[config.mk]
export PLATFORM = sky130hd
export DESIGN_NAME = pmicc_ctrl
export DESIGN_NICKNAME = d
export VERILOG_FILES = /design/src/core/pmicc_pkg.sv /design/src/core/pmicc_ctrl.sv
export SDC_FILE = /design/constraint.sdc
export NUM_CORES = 1
export LEC_CHECK = 0
export BUFFER_PORTS_ARGS = -buffer_cell sky130_fd_sc_hd__buf_2
export CORE_MARGIN = 10
export CORE_UTILIZATION = 45
export DETAILED_ROUTE_END_ITERATION = 10
export PLACE_DENSITY = 0.67
export SLEW_MARGIN = 5
export SYNTH_ARGS = -nofsm -noshare
export SYNTH_HDL_FRONTEND = slang
export SYNTH_SLANG_ARGS = --single-unit
export TNS_END_PERCENT = 30
[constraint.sdc]
create_clock -name clk -period 2.38 [get_ports clk]
set_input_delay 0.476 -clock clk [delete_from_list [all_inputs] [get_ports clk]]
set_output_delay 0.476 -clock clk [all_outputs]
set_load 0.05 [all_outputs]
[src/core/pmicc_pkg.sv]
// shared constants, types and register map of the power controller
package pmicc_pkg;

  // serial slave address and register map
  localparam logic [6:0] SLAVE_ADDR = 7'h48;
  localparam logic [7:0] ADDR_REVISION = 8'h00;
  localparam logic [7:0] ADDR_FAULT = 8'h01;
  localparam logic [7:0] ADDR_MASK = 8'h02;
  localparam logic [7:0] ADDR_CORE = 8'h06;
  localparam logic [7:0] ADDR_LDO = 8'h07;
  localparam logic [7:0] UNMAPPED_DATA = 8'hFF;

  // value is arbitrary, not a real part revision
  localparam logic [7:0] REVISION_CODE = 8'h5A;

  // reset values
  localparam logic [7:0] MASK_RESET = 8'hC0;
  localparam logic [4:0] CORE_DEF_LOW = 5'h0A;
  localparam logic [4:0] CORE_DEF_HIGH = 5'h14;

  // linear regulator default codes, three bits per select value
  localparam logic [11:0] LINEAR_REGULATOR_1_DEF_TAB = {3'h7, 3'h5, 3'h2, 3'h0};
  localparam logic [11:0] LINEAR_REGULATOR_2_DEF_TAB = {3'h7, 3'h6, 3'h1, 3'h1};

  // fault register field positions, rail indices and the regulator 2 field offset
  localparam int FAULT_PF = 7;
  localparam int FAULT_LB = 6;
  localparam int FAULT_RAIL_LSB = 1;
  localparam int RAIL_CORE = 2;
  localparam int RAIL_SYS = 4;
  localparam int LINEAR_REGULATOR_2_LSB = 4;

  // timing
  localparam int unsigned CLK_HZ = 100000000;
  localparam int unsigned DEBOUNCE_MS = 30;
  localparam int unsigned DEBOUNCE_CYC = (CLK_HZ / 1000) * DEBOUNCE_MS;
  localparam int unsigned RST_DELAY_MS = 100;
  localparam int unsigned RST_DELAY_CYC = (CLK_HZ / 1000) * RST_DELAY_MS;

  typedef enum logic [3:0] {
    ST_IDLE = 4'h0,
    ST_ADDR = 4'h1,
    ST_ACK_ADDR = 4'h2,
    ST_REG = 4'h3,
    ST_ACK_REG = 4'h4,
    ST_WDATA = 4'h5,
    ST_ACK_WR = 4'h6,
    ST_RDATA = 4'h7,
    ST_RACK = 4'h8
  } pmicc_state_e;

  // every asynchronous pin, synchronised as one group
  typedef struct packed {
    logic scl;
    logic sda;
    logic warm_reset_in_n;
    logic vcc_above_undervoltage_lockout;
    logic rtc_rail_good;
    logic power_fail_below;
    logic low_battery_below;
    logic [4:0] rail_below;
    logic [4:0] rail_enabled;
    logic core_dvs_active;
    logic core_default_select;
    logic regulator1_default_select;
    logic regulator2_default_select;
  } pmicc_pins_s;

endpackage

[src/core/pmicc_ctrl.sv]
// power controller: serial slave, fault status, interrupt and reset logic
module pmicc_ctrl #(
  parameter int unsigned DEBOUNCE_CYCLES = pmicc_pkg::DEBOUNCE_CYC,
  parameter int unsigned RST_DELAY_CYCLES = pmicc_pkg::RST_DELAY_CYC
) (
  input wire logic clk,
  input wire logic nrst,
  input wire pmicc_pkg::pmicc_pins_s pins,
  output logic sda_o,
  output logic sda_oe,
  output logic int_o,
  output logic int_oe,
  output logic system_reset_out_o,
  output logic system_reset_out_oe,
  output logic device_on,
  output logic [4:0] core_vcode,
  output logic [2:0] regulator1_vcode,
  output logic [2:0] regulator2_vcode
);

  pmicc_pkg::pmicc_pins_s meta_reg;
  pmicc_pkg::pmicc_pins_s sync_reg;
  logic scl_prev_reg;
  logic sda_prev_reg;

  // two-stage synchroniser; the first stage feeds only the second
  // reset to idle pin levels so no false edge or warm reset follows reset
  // two pipeline stages keep 400 kHz phases well resolved
  always_ff @(posedge clk or negedge nrst)
  begin
    if (!nrst)
    begin
      meta_reg <= '{scl: 1'b1, sda: 1'b1, warm_reset_in_n: 1'b1,
        default: '0};
      sync_reg <= '{scl: 1'b1, sda: 1'b1, warm_reset_in_n: 1'b1,
        default: '0};
      scl_prev_reg <= 1'b1;
      sda_prev_reg <= 1'b1;
    end
    else
    begin
      meta_reg <= pins;
      sync_reg <= meta_reg;
      scl_prev_reg <= sync_reg.scl;
      sda_prev_reg <= sync_reg.sda;
    end
  end

  // bus edge and condition decode
  wire scl_rise = sync_reg.scl & ~scl_prev_reg;
  wire scl_fall = ~sync_reg.scl & scl_prev_reg;
  wire start_cond = sync_reg.scl & scl_prev_reg & sda_prev_reg & ~sync_reg.sda;
  wire stop_cond = sync_reg.scl & scl_prev_reg & ~sda_prev_reg & sync_reg.sda;

  // power mode follows the lockout comparator
  logic on_reg;
  always_ff @(posedge clk or negedge nrst)
  begin
    if (!nrst)
      on_reg <= 1'b0;
    else
      on_reg <= sync_reg.vcc_above_undervoltage_lockout;
  end

  // warm reset debounce: input must hold a new level for the whole window
  logic [23:0] deb_cnt_reg;
  logic warm_active_reg;
  wire warm_raw = ~sync_reg.warm_reset_in_n;
  wire deb_differs = warm_raw != warm_active_reg;
  wire deb_done = deb_cnt_reg == 24'(DEBOUNCE_CYCLES - 1);
  always_ff @(posedge clk or negedge nrst)
  begin
    if (!nrst)
    begin
      deb_cnt_reg <= '0;
      warm_active_reg <= 1'b0;
    end
    else if (!deb_differs)
      deb_cnt_reg <= '0;
    else if (deb_done)
    begin
      deb_cnt_reg <= '0;
      warm_active_reg <= warm_raw;
    end
    else
      deb_cnt_reg <= deb_cnt_reg + 24'h000001;
  end

  // system reset: held while rail low or warm reset, then delayed release
  logic [23:0] rst_cnt_reg;
  logic sys_rst_reg;
  wire rst_cause = ~on_reg | ~sync_reg.rtc_rail_good | warm_active_reg;
  wire rst_done = rst_cnt_reg == 24'(RST_DELAY_CYCLES - 1);
  always_ff @(posedge clk or negedge nrst)
  begin
    if (!nrst)
    begin
      rst_cnt_reg <= '0;
      sys_rst_reg <= 1'b1;
    end
    else if (rst_cause)
    begin
      rst_cnt_reg <= '0;
      sys_rst_reg <= 1'b1;
    end
    else if (sys_rst_reg)
    begin
      if (rst_done)
        sys_rst_reg <= 1'b0;
      else
        rst_cnt_reg <= rst_cnt_reg + 24'h000001;
    end
  end

  // fault status; disabled rails and core scaling read as good
  wire [4:0] rail_fault = sync_reg.rail_below & sync_reg.rail_enabled &
    ~(5'h01 << pmicc_pkg::RAIL_CORE & {5{sync_reg.core_dvs_active}});
  wire [7:0] fault_now = {sync_reg.power_fail_below,
    sync_reg.low_battery_below, rail_fault, 1'b0};

  // serial slave registers
  pmicc_pkg::pmicc_state_e state_reg;
  pmicc_pkg::pmicc_state_e state_next;
  logic [3:0] bit_cnt_reg;
  logic [7:0] shift_reg;
  logic [7:0] tx_reg;
  logic [7:0] ptr_reg;
  logic rw_reg;
  logic master_ack_reg;
  logic sda_oe_reg;
  logic [7:0] mask_reg;
  logic [7:0] block_reg;
  logic [4:0] core_reg;
  logic [2:0] linear_regulator_1_reg;
  logic [2:0] linear_regulator_2_reg;
  logic sel_latched_reg;
  logic core_sel_reg;
  logic [1:0] ldo_sel_reg;

  // read data selection
  wire [7:0] core_rd = {3'h0, core_reg};
  wire [7:0] ldo_rd = {1'b0, linear_regulator_2_reg, 1'b0, linear_regulator_1_reg};
  logic [7:0] rd_data;
  assign rd_data =
    (ptr_reg == pmicc_pkg::ADDR_REVISION) ? pmicc_pkg::REVISION_CODE :
    (ptr_reg == pmicc_pkg::ADDR_FAULT) ? fault_now :
    (ptr_reg == pmicc_pkg::ADDR_MASK) ? mask_reg :
    (ptr_reg == pmicc_pkg::ADDR_CORE) ? core_rd :
    (ptr_reg == pmicc_pkg::ADDR_LDO) ? ldo_rd :
    pmicc_pkg::UNMAPPED_DATA;

  // byte boundary decode
  wire byte_done = bit_cnt_reg == 4'h8;
  wire addr_match = shift_reg[7:1] == pmicc_pkg::SLAVE_ADDR;
  wire load_tx = scl_fall & ((state_reg == pmicc_pkg::ST_ACK_ADDR & rw_reg) |
    (state_reg == pmicc_pkg::ST_RACK & master_ack_reg));
  wire fault_read = load_tx & (ptr_reg == pmicc_pkg::ADDR_FAULT);
  wire wr_strobe = scl_fall & (state_reg == pmicc_pkg::ST_WDATA) & byte_done;

  // protocol sequencing, advanced on clock falls so data moves with scl low
  always_comb
  begin
    state_next = state_reg;
    if (start_cond)
      state_next = pmicc_pkg::ST_ADDR;
    else if (stop_cond | ~on_reg)
      state_next = pmicc_pkg::ST_IDLE;
    else if (scl_fall)
    begin
      case (state_reg)
        pmicc_pkg::ST_ADDR:
          if (byte_done)
            state_next = addr_match ? pmicc_pkg::ST_ACK_ADDR
              : pmicc_pkg::ST_IDLE;
        pmicc_pkg::ST_ACK_ADDR:
          state_next = rw_reg ? pmicc_pkg::ST_RDATA : pmicc_pkg::ST_REG;
        pmicc_pkg::ST_REG:
          if (byte_done)
            state_next = pmicc_pkg::ST_ACK_REG;
        pmicc_pkg::ST_ACK_REG:
          state_next = pmicc_pkg::ST_WDATA;
        pmicc_pkg::ST_WDATA:
          if (byte_done)
            state_next = pmicc_pkg::ST_ACK_WR;
        pmicc_pkg::ST_ACK_WR:
          state_next = pmicc_pkg::ST_WDATA;
        pmicc_pkg::ST_RDATA:
          if (byte_done)
            state_next = pmicc_pkg::ST_RACK;
        pmicc_pkg::ST_RACK:
          state_next = master_ack_reg ? pmicc_pkg::ST_RDATA
            : pmicc_pkg::ST_IDLE;
        default:
          state_next = pmicc_pkg::ST_IDLE;
      endcase
    end
  end

  // receive side, bits taken on clock rise
  wire rx_state = (state_reg == pmicc_pkg::ST_ADDR) |
    (state_reg == pmicc_pkg::ST_REG) | (state_reg == pmicc_pkg::ST_WDATA);
  wire cnt_clear = start_cond | (scl_fall & byte_done);
  always_ff @(posedge clk or negedge nrst)
  begin
    if (!nrst)
    begin
      state_reg <= pmicc_pkg::ST_IDLE;
      bit_cnt_reg <= '0;
      shift_reg <= '0;
      master_ack_reg <= 1'b0;
    end
    else
    begin
      state_reg <= state_next;
      if (cnt_clear)
        bit_cnt_reg <= '0;
      else if (scl_rise & (rx_state | state_reg == pmicc_pkg::ST_RDATA))
        bit_cnt_reg <= bit_cnt_reg + 4'h1;
      if (scl_rise & rx_state)
        shift_reg <= {shift_reg[6:0], sync_reg.sda};
      if (scl_rise & state_reg == pmicc_pkg::ST_RACK)
        master_ack_reg <= ~sync_reg.sda;
    end
  end

  // address, direction and pointer capture
  always_ff @(posedge clk or negedge nrst)
  begin
    if (!nrst)
    begin
      rw_reg <= 1'b0;
      ptr_reg <= '0;
    end
    else if (scl_fall & byte_done)
    begin
      if (state_reg == pmicc_pkg::ST_ADDR)
        rw_reg <= shift_reg[0];
      if (state_reg == pmicc_pkg::ST_REG)
        ptr_reg <= shift_reg;
    end
  end

  // data line drive: acknowledge low and read bits, changed on clock fall
  wire ack_slot = (state_next == pmicc_pkg::ST_ACK_ADDR) |
    (state_next == pmicc_pkg::ST_ACK_REG) |
    (state_next == pmicc_pkg::ST_ACK_WR);
  always_ff @(posedge clk or negedge nrst)
  begin
    if (!nrst)
    begin
      sda_oe_reg <= 1'b0;
      tx_reg <= '0;
    end
    else if (start_cond | stop_cond | ~on_reg)
      sda_oe_reg <= 1'b0;
    else if (load_tx)
    begin
      tx_reg <= rd_data;
      sda_oe_reg <= ~rd_data[7];
    end
    else if (scl_fall)
    begin
      if (ack_slot)
        sda_oe_reg <= 1'b1;
      else if (state_reg == pmicc_pkg::ST_RDATA & ~byte_done)
      begin
        tx_reg <= {tx_reg[6:0], 1'b0};
        sda_oe_reg <= ~tx_reg[6];
      end
      else
        sda_oe_reg <= 1'b0;
    end
  end

  // mask register and read blocking; blocked bits free once fault clears
  always_ff @(posedge clk or negedge nrst)
  begin
    if (!nrst)
    begin
      mask_reg <= pmicc_pkg::MASK_RESET;
      block_reg <= '0;
    end
    else if (!on_reg)
    begin
      mask_reg <= pmicc_pkg::MASK_RESET;
      block_reg <= '0;
    end
    else
    begin
      // contents kept for as long as the device stays on
      if (wr_strobe & ptr_reg == pmicc_pkg::ADDR_MASK)
        mask_reg <= {shift_reg[7:1], 1'b0};
      block_reg <= (block_reg | (fault_read ? fault_now : 8'h00))
        & fault_now;
    end
  end

  // linear regulator default selects captured once per power-up; core select follows its strap
  always_ff @(posedge clk or negedge nrst)
  begin
    if (!nrst)
    begin
      sel_latched_reg <= 1'b0;
      core_sel_reg <= 1'b0;
      ldo_sel_reg <= '0;
    end
    else if (!on_reg)
      sel_latched_reg <= 1'b0;
    else if (!sel_latched_reg)
    begin
      sel_latched_reg <= 1'b1;
      ldo_sel_reg <= {sync_reg.regulator2_default_select,
        sync_reg.regulator1_default_select};
      core_sel_reg <= sync_reg.core_default_select;
    end
    else
      core_sel_reg <= sync_reg.core_default_select;
  end

  // linear regulator codes: defaults from selects, host may override
  // live straps until latched, so the power-up cycle loads the new select
  wire [1:0] ldo_sel_now = sel_latched_reg ? ldo_sel_reg :
    {sync_reg.regulator2_default_select, sync_reg.regulator1_default_select};
  wire [2:0] linear_regulator_1_def = pmicc_pkg::LINEAR_REGULATOR_1_DEF_TAB[3*ldo_sel_now +: 3];
  wire [2:0] linear_regulator_2_def = pmicc_pkg::LINEAR_REGULATOR_2_DEF_TAB[3*ldo_sel_now +: 3];
  always_ff @(posedge clk or negedge nrst)
  begin
    if (!nrst)
    begin
      linear_regulator_1_reg <= '0;
      linear_regulator_2_reg <= '0;
    end
    else if (!sel_latched_reg)
    begin
      linear_regulator_1_reg <= linear_regulator_1_def;
      linear_regulator_2_reg <= linear_regulator_2_def;
    end
    else if (wr_strobe & ptr_reg == pmicc_pkg::ADDR_LDO)
    begin
      linear_regulator_1_reg <= shift_reg[2:0];
      linear_regulator_2_reg <= shift_reg[pmicc_pkg::LINEAR_REGULATOR_2_LSB +: 3];
    end
  end

  // core voltage: defaults win, then system-off pattern, then host writes
  wire sys_off = ~sync_reg.rail_enabled[pmicc_pkg::RAIL_SYS];
  wire core_off = ~sync_reg.rail_enabled[pmicc_pkg::RAIL_CORE];
  wire core_force_def = warm_active_reg | ~sync_reg.rtc_rail_good |
    ~on_reg | sys_rst_reg | (sys_off & core_off);
  wire [4:0] core_def = core_sel_reg ? pmicc_pkg::CORE_DEF_HIGH
    : pmicc_pkg::CORE_DEF_LOW;
  always_ff @(posedge clk or negedge nrst)
  begin
    if (!nrst)
      core_reg <= pmicc_pkg::CORE_DEF_LOW;
    else if (core_force_def)
      core_reg <= core_def;
    else if (sys_off)
      core_reg <= {1'b1, core_reg[3:1], 1'b0};
    else if (wr_strobe & ptr_reg == pmicc_pkg::ADDR_CORE)
      core_reg <= shift_reg[4:0];
  end

  // interrupt: low pull whenever the device is on and an unmasked, unblocked fault stands
  wire int_pull = on_reg & |(fault_now & ~mask_reg & ~block_reg);

  // registered outputs; open-drain pins only ever drive low
  always_ff @(posedge clk or negedge nrst)
  begin
    if (!nrst)
    begin
      sda_o <= 1'b0;
      sda_oe <= 1'b0;
      int_o <= 1'b0;
      int_oe <= 1'b0;
      system_reset_out_o <= 1'b0;
      system_reset_out_oe <= 1'b1;
      device_on <= 1'b0;
      core_vcode <= pmicc_pkg::CORE_DEF_LOW;
      regulator1_vcode <= '0;
      regulator2_vcode <= '0;
    end
    else
    begin
      sda_o <= 1'b0;
      sda_oe <= sda_oe_reg;
      int_o <= 1'b0;
      int_oe <= int_pull;
      system_reset_out_o <= 1'b0;
      system_reset_out_oe <= sys_rst_reg;
      device_on <= on_reg;
      core_vcode <= core_reg;
      regulator1_vcode <= linear_regulator_1_reg;
      regulator2_vcode <= linear_regulator_2_reg;
    end
  end

endmodule

# Word level (Yosys, flattened, before mapping)
# Index checks and enable logic that the tools add are counted.
# classes
addsub	3
multipliers	1
n_eq_ne	25
shifts	2
mux	49
bitwise	61
n_reduce_logical	16
# op_table
op	n
24-bit two-way mux	5
8-bit two-way mux	9
24-bit by 1-bit adder with 24-bit output, second input constant	2
4-bit two-way mux	9
7-bit two-way mux	4
4-bit case mux with 7 select lines	1
8-bit bitwise AND	3
24-bit by 22-bit == test with 1-bit output, second input constant	1
24-bit == test, second input constant	1
4-bit by 3-bit == test with 1-bit output, second input constant	6
12-bit by 5-bit indexed part select with 3-bit output, first input constant	2
1-bit bitwise AND	23
5-bit two-way mux	4
3-bit two-way mux	6
8-bit by 3-bit == test with 1-bit output, second input constant	2
8-bit inverter	2
1-bit OR	16
1-bit inverter	13
4-bit by 2-bit == test with 1-bit output, second input constant	3
2-bit nonzero test	6
5-bit bitwise AND	2
2-bit AND reduction	5
1-bit two-way mux	9
4-bit == test, second input constant	2
other kinds (18)	21
# totals
register_bits	175
in_bits	23
output_inout_bits	18
word_cells	214

# Logic depth before layout (Yosys ltp)
# depth
word_depth	14
ltp_mapped	8
ltp_nobuf	7

# Worst setup path after synthesis
# Ideal clock, no wire load.
# synth_path
path_kind	register -> register
start	register rst_cnt_reg[14]
end	register rst_cnt_reg[1]
setup_ps	132
arrival_time_ps	1936
required_ps	2248
path_slack_ps	312
stages_incl_launch_ff	7
n_path_buf	1
synth_period_minus_slack_ps	2068
path_cell_list	dfrtp_1 -> or4b_1 -> or4_1 -> buf_2 -> o21ai_4 -> mux2i_1 -> nor2_1
# synth_via
elab_chain_cells	3
# synth_rtl
item	line	source
start: declaration	pmicc_ctrl.sv:90	logic [23:0] rst_cnt_reg;
start signal: assignment	pmicc_ctrl.sv:111	rst_cnt_reg <= rst_cnt_reg + 24'h000001;
24-bit == test	pmicc_ctrl.sv:93	wire rst_done = rst_cnt_reg == 24'(RST_DELAY_CYCLES - 1);
2-bit != test (no source line)	n/a	
2-bit AND reduction (no source line)	n/a	
# Every way passes these cells.
# A chain may end at the register's enable or synchronous reset.

# Worst setup path after layout
# Ends and elaborated chain as after synthesis.

==> metrics.md <==
| Metric | Value |
|---|---|
| P_int | 4.827 mW |
| Layout Skew | 0.006582 ns |
| Vias in the first global route | 5015 |
| Power, Total | 6.391 mW |
| Reg2reg start | rst_cnt_reg[14]$_DFFE_PN0P_ |
| Hold buffer count at CTS | 0 |
| CTS Sinks | 170 |
| Area Overhead vs Synth | 15.92% |
| First-pass GRT wire length | 25.23 mm |
| Critical Path Source Type | flip-flop |
| Largest net degree at the start of global routing | 71 |
| CTS H-tree depth | 4 |
| # port buffers | 37 |
| Drt wl/cell | 16.21 um |
| Worst vdd ir | 0.0005875 V |
| GRT met3 Usage | 3.863% |
| CTS max path bufs | 2 |
| Setup TNS | 0 ns |
| R2r endpoint | rst_cnt_reg[1]$_DFFE_PN0P_ |
| Worst slew pin tran | 0.7594 ns |
| Slew Limit Fails | 0 |
| Overflow after GRT | 0 |
| Flop2flop setup slack | 0.14 ns |
| Layer with the highest usage | met2 |
| Core footprint | 0.01577 mm^2 |
| Worst EP required | 2.69 ns |
| Commonest non-fill, non-tap cell in the layout | dfrtp_1 |
| Register share of total power | 49.9% |
| # diodes | 0 |
| Reg2Reg Depth | 5 |
| Final hold vios | 0 |
| GRT met1 Usage | 17.55% |
| Critical path class | flip-flop to flip-flop |
| TritonCTS Buffers | 17 |
| Gp weighted congestion | 0.8954 |
| Final net count | 714 |
| Final min period | 2.244 ns |
| Clk_lat worst skew | 0.43 ns |
| Antenna Nets Post-Route | 0 |
| Initial Util | 45.60% |
| Most frequent cells in the layout | dfrtp_1 (154), nor2_1 (79), nand2_1 (44), buf_2 (36), xor2_1 (31) |
| Die Height | 146.4 um |
| Logic pwr share | 6.3% |
| Worst hold slack | 0.04680 ns |
| Flops & latches, synth | 170 |
| Clock-pin slew on the worst setup and hold paths | 0.06 ns |
| Cts repair resizes | 0 |
| Fmax | 0.4456 GHz |
| Share of layout cells above drive strength 1 | 19.57% |
| Vias/cell | 5.462 |
| Outcome | complete, no violations |
| Fin crit share | 94.28% |
| Dominant synthesized flop cell | dfrtp_1 |
| LEAKAGE | 3.729 nW |
| Die X | 146.4 um |
| Min-Delay Path Class | input port to async pin |
| Max_slew headroom | 49.37% |
| Worst Path Arrival | 2.56 ns |
| Worst-path fanout max | 7 |
| Yosys cell types | 64 |
| EDFF count, synth | 0 |
| Tot GR Track Use | 14.29% |
| Sequential fraction of the synthesis area | 59.44% |
| Initial DRC count | 526 |
| Antenna violations before repair | 0 |
| # rows | 46 |
| Final wirelength | 14.85 mm |
| CTS tree | built |
| Post-synthesis cell area | 0.007191 mm^2 |
| CP endpoint kind | flip-flop |
| Post-synth ARST share | 100.0% |
| Hpwl dp | 10.26 mm |
| Avg Inst Size Synth | 11.34 um^2 |
| RSZ-0062 raised after global routing | false |
| Max Cap Violations | 0 |
| Clock Tree Root | clkbuf_16 |
| Switching power total | 1.564 mW |
| Full die area | 0.02144 mm^2 |
| Post-synthesis cell count | 634 |
| DRT Pass-1 Iters | 5 |
| Clock Power Share | 43.8% |
| DRC Markers | 0 |
| CP Launch Point | rst_cnt_reg[14]$_DFFE_PN0P_ |
| Cell Pwr Density | 766.8 mW/mm^2 |
| Sw Ratio | 24.48% |
| # Post-CTS Setup Buffers | 0 |
| GR Layer Usage met2 | 23.57% |
| Total of warnings raised by yosys | 0 |
| Worst Setup EP | rst_cnt_reg[1]$_DFFE_PN0P_ |
| Finish-stage setup viols | 0 |
| Via Count | 5003 |
| IO Pins | 41 |
## power by group through the flow
| stage | combinational, mW | clock (mW) | sequential (mW) |
|---|---|---|---|
| CTS | 0.414 | 2.87 | 3.19 |
| global placement | 0.398 | 0 | 3.23 |
| finish | 0.405 | 2.80 | 3.19 |
| floorplan | 0.194 | 0 | 3.25 |
| global route | 0.449 | 2.99 | 3.20 |
| detailed placement | 0.410 | 0 | 3.24 |
## final cells by class
type | count | area [um^2]
Clock buffer | 20 | 466.7
Clock inverter | 12 | 136.4
Fill cell | 1366 | 7435
Inverter | 12 | 45.04
Multi-Input combinational cell | 428 | 2769
Sequential cell | 170 | 4274
Tap cell | 216 | 270.3
Timing Repair Buffer | 58 | 374.1
## cells in the mapped netlist (all sizes together), types with 5 or more instances
cell,count,area [um^2]
dfrtp,154,3854
xnor2,15,131.4
nand3,27,135.1
nor2b,5,31.28
a21oi,16,80.08
mux2i,16,160.2
nor2,79,296.5
o22ai,6,37.54
o31ai,5,37.54
o21ai,16,91.34
nor4,8,62.56
dfstp,16,420.4
nand2,44,165.2
nand2b,7,43.79
and3,10,62.56
o211ai,6,50.05
buf,8,47.54
xor2,31,271.5
inv,12,45.04
nor3,17,90.09
clkbuf,18,67.56
mux2,20,225.2
nand4,16,100.1
a31oi,10,62.56
## stage by stage
| step | setup WS (ns) | utilization (%) | std cells | cell area (um^2) |
|---|---|---|---|---|
| detailed placement | 0.1725 | 49.03 | 884 | 7732 |
| floorplan | 0.3124 | - | 636 | 7198 |
| CTS | 0.1620 | 52.86 | 916 | 8335 |
| global route | 0.08046 | 52.86 | 916 | 8335 |
| global placement | 0.2045 | 49.03 | 884 | 7732 |
| finish | 0.1360 | 52.86 | 916 | 8335 |
## worst min path at each step
stage / start / end / cells after the start
after floorplan: nrst / bit_cnt_reg[0]$_DFFE_PN0P_ / 0
after global placement: meta_reg[7]$_DFF_PN0_ / sync_reg[7]$_DFF_PN0_ / 0
after detailed placement: meta_reg[13]$_DFF_PN0_ / sync_reg[13]$_DFF_PN0_ / 0
after CTS: nrst / sda_oe$_DFF_PN0_ / 1
after global routing: nrst / sda_oe$_DFF_PN0_ / 1
final: nrst / sda_oe$_DFF_PN0_ / 1
## kinds of logic (layout without fill, tap and decap cells)
kind of cell             count (synthesis)  count (layout)  synth area share (%)
AO/OA/AOI/OAI                           89              89                 8.666
XOR/XNOR                                46              46                 5.603
adder cells (fa/ha/maj)                  4               4                0.6960
buffers and inverters                   38             102                 2.227
flip-flops                             170             170                 59.44
multiplexers                            36              36                 5.359
other                                    1               3               0.05215
AND/OR/NAND/NOR                        250             250                 17.96
## worst max-delay path: stages (launching register included)
cell and delay [ns]:
dfrtp_1 0.41, or4b_1 0.50, or4_1 0.65, o21ai_4 0.30, mux2i_1 0.21, nor2_1 0.05
## per-layer routing
metal  vias up  wire [um]
met5         -          0
met4         0        214
met3        25        622
met2       121       7465
met1      2509       6548
li1       2348          -
No activity file was read; power rests on OpenSTA's default activity.
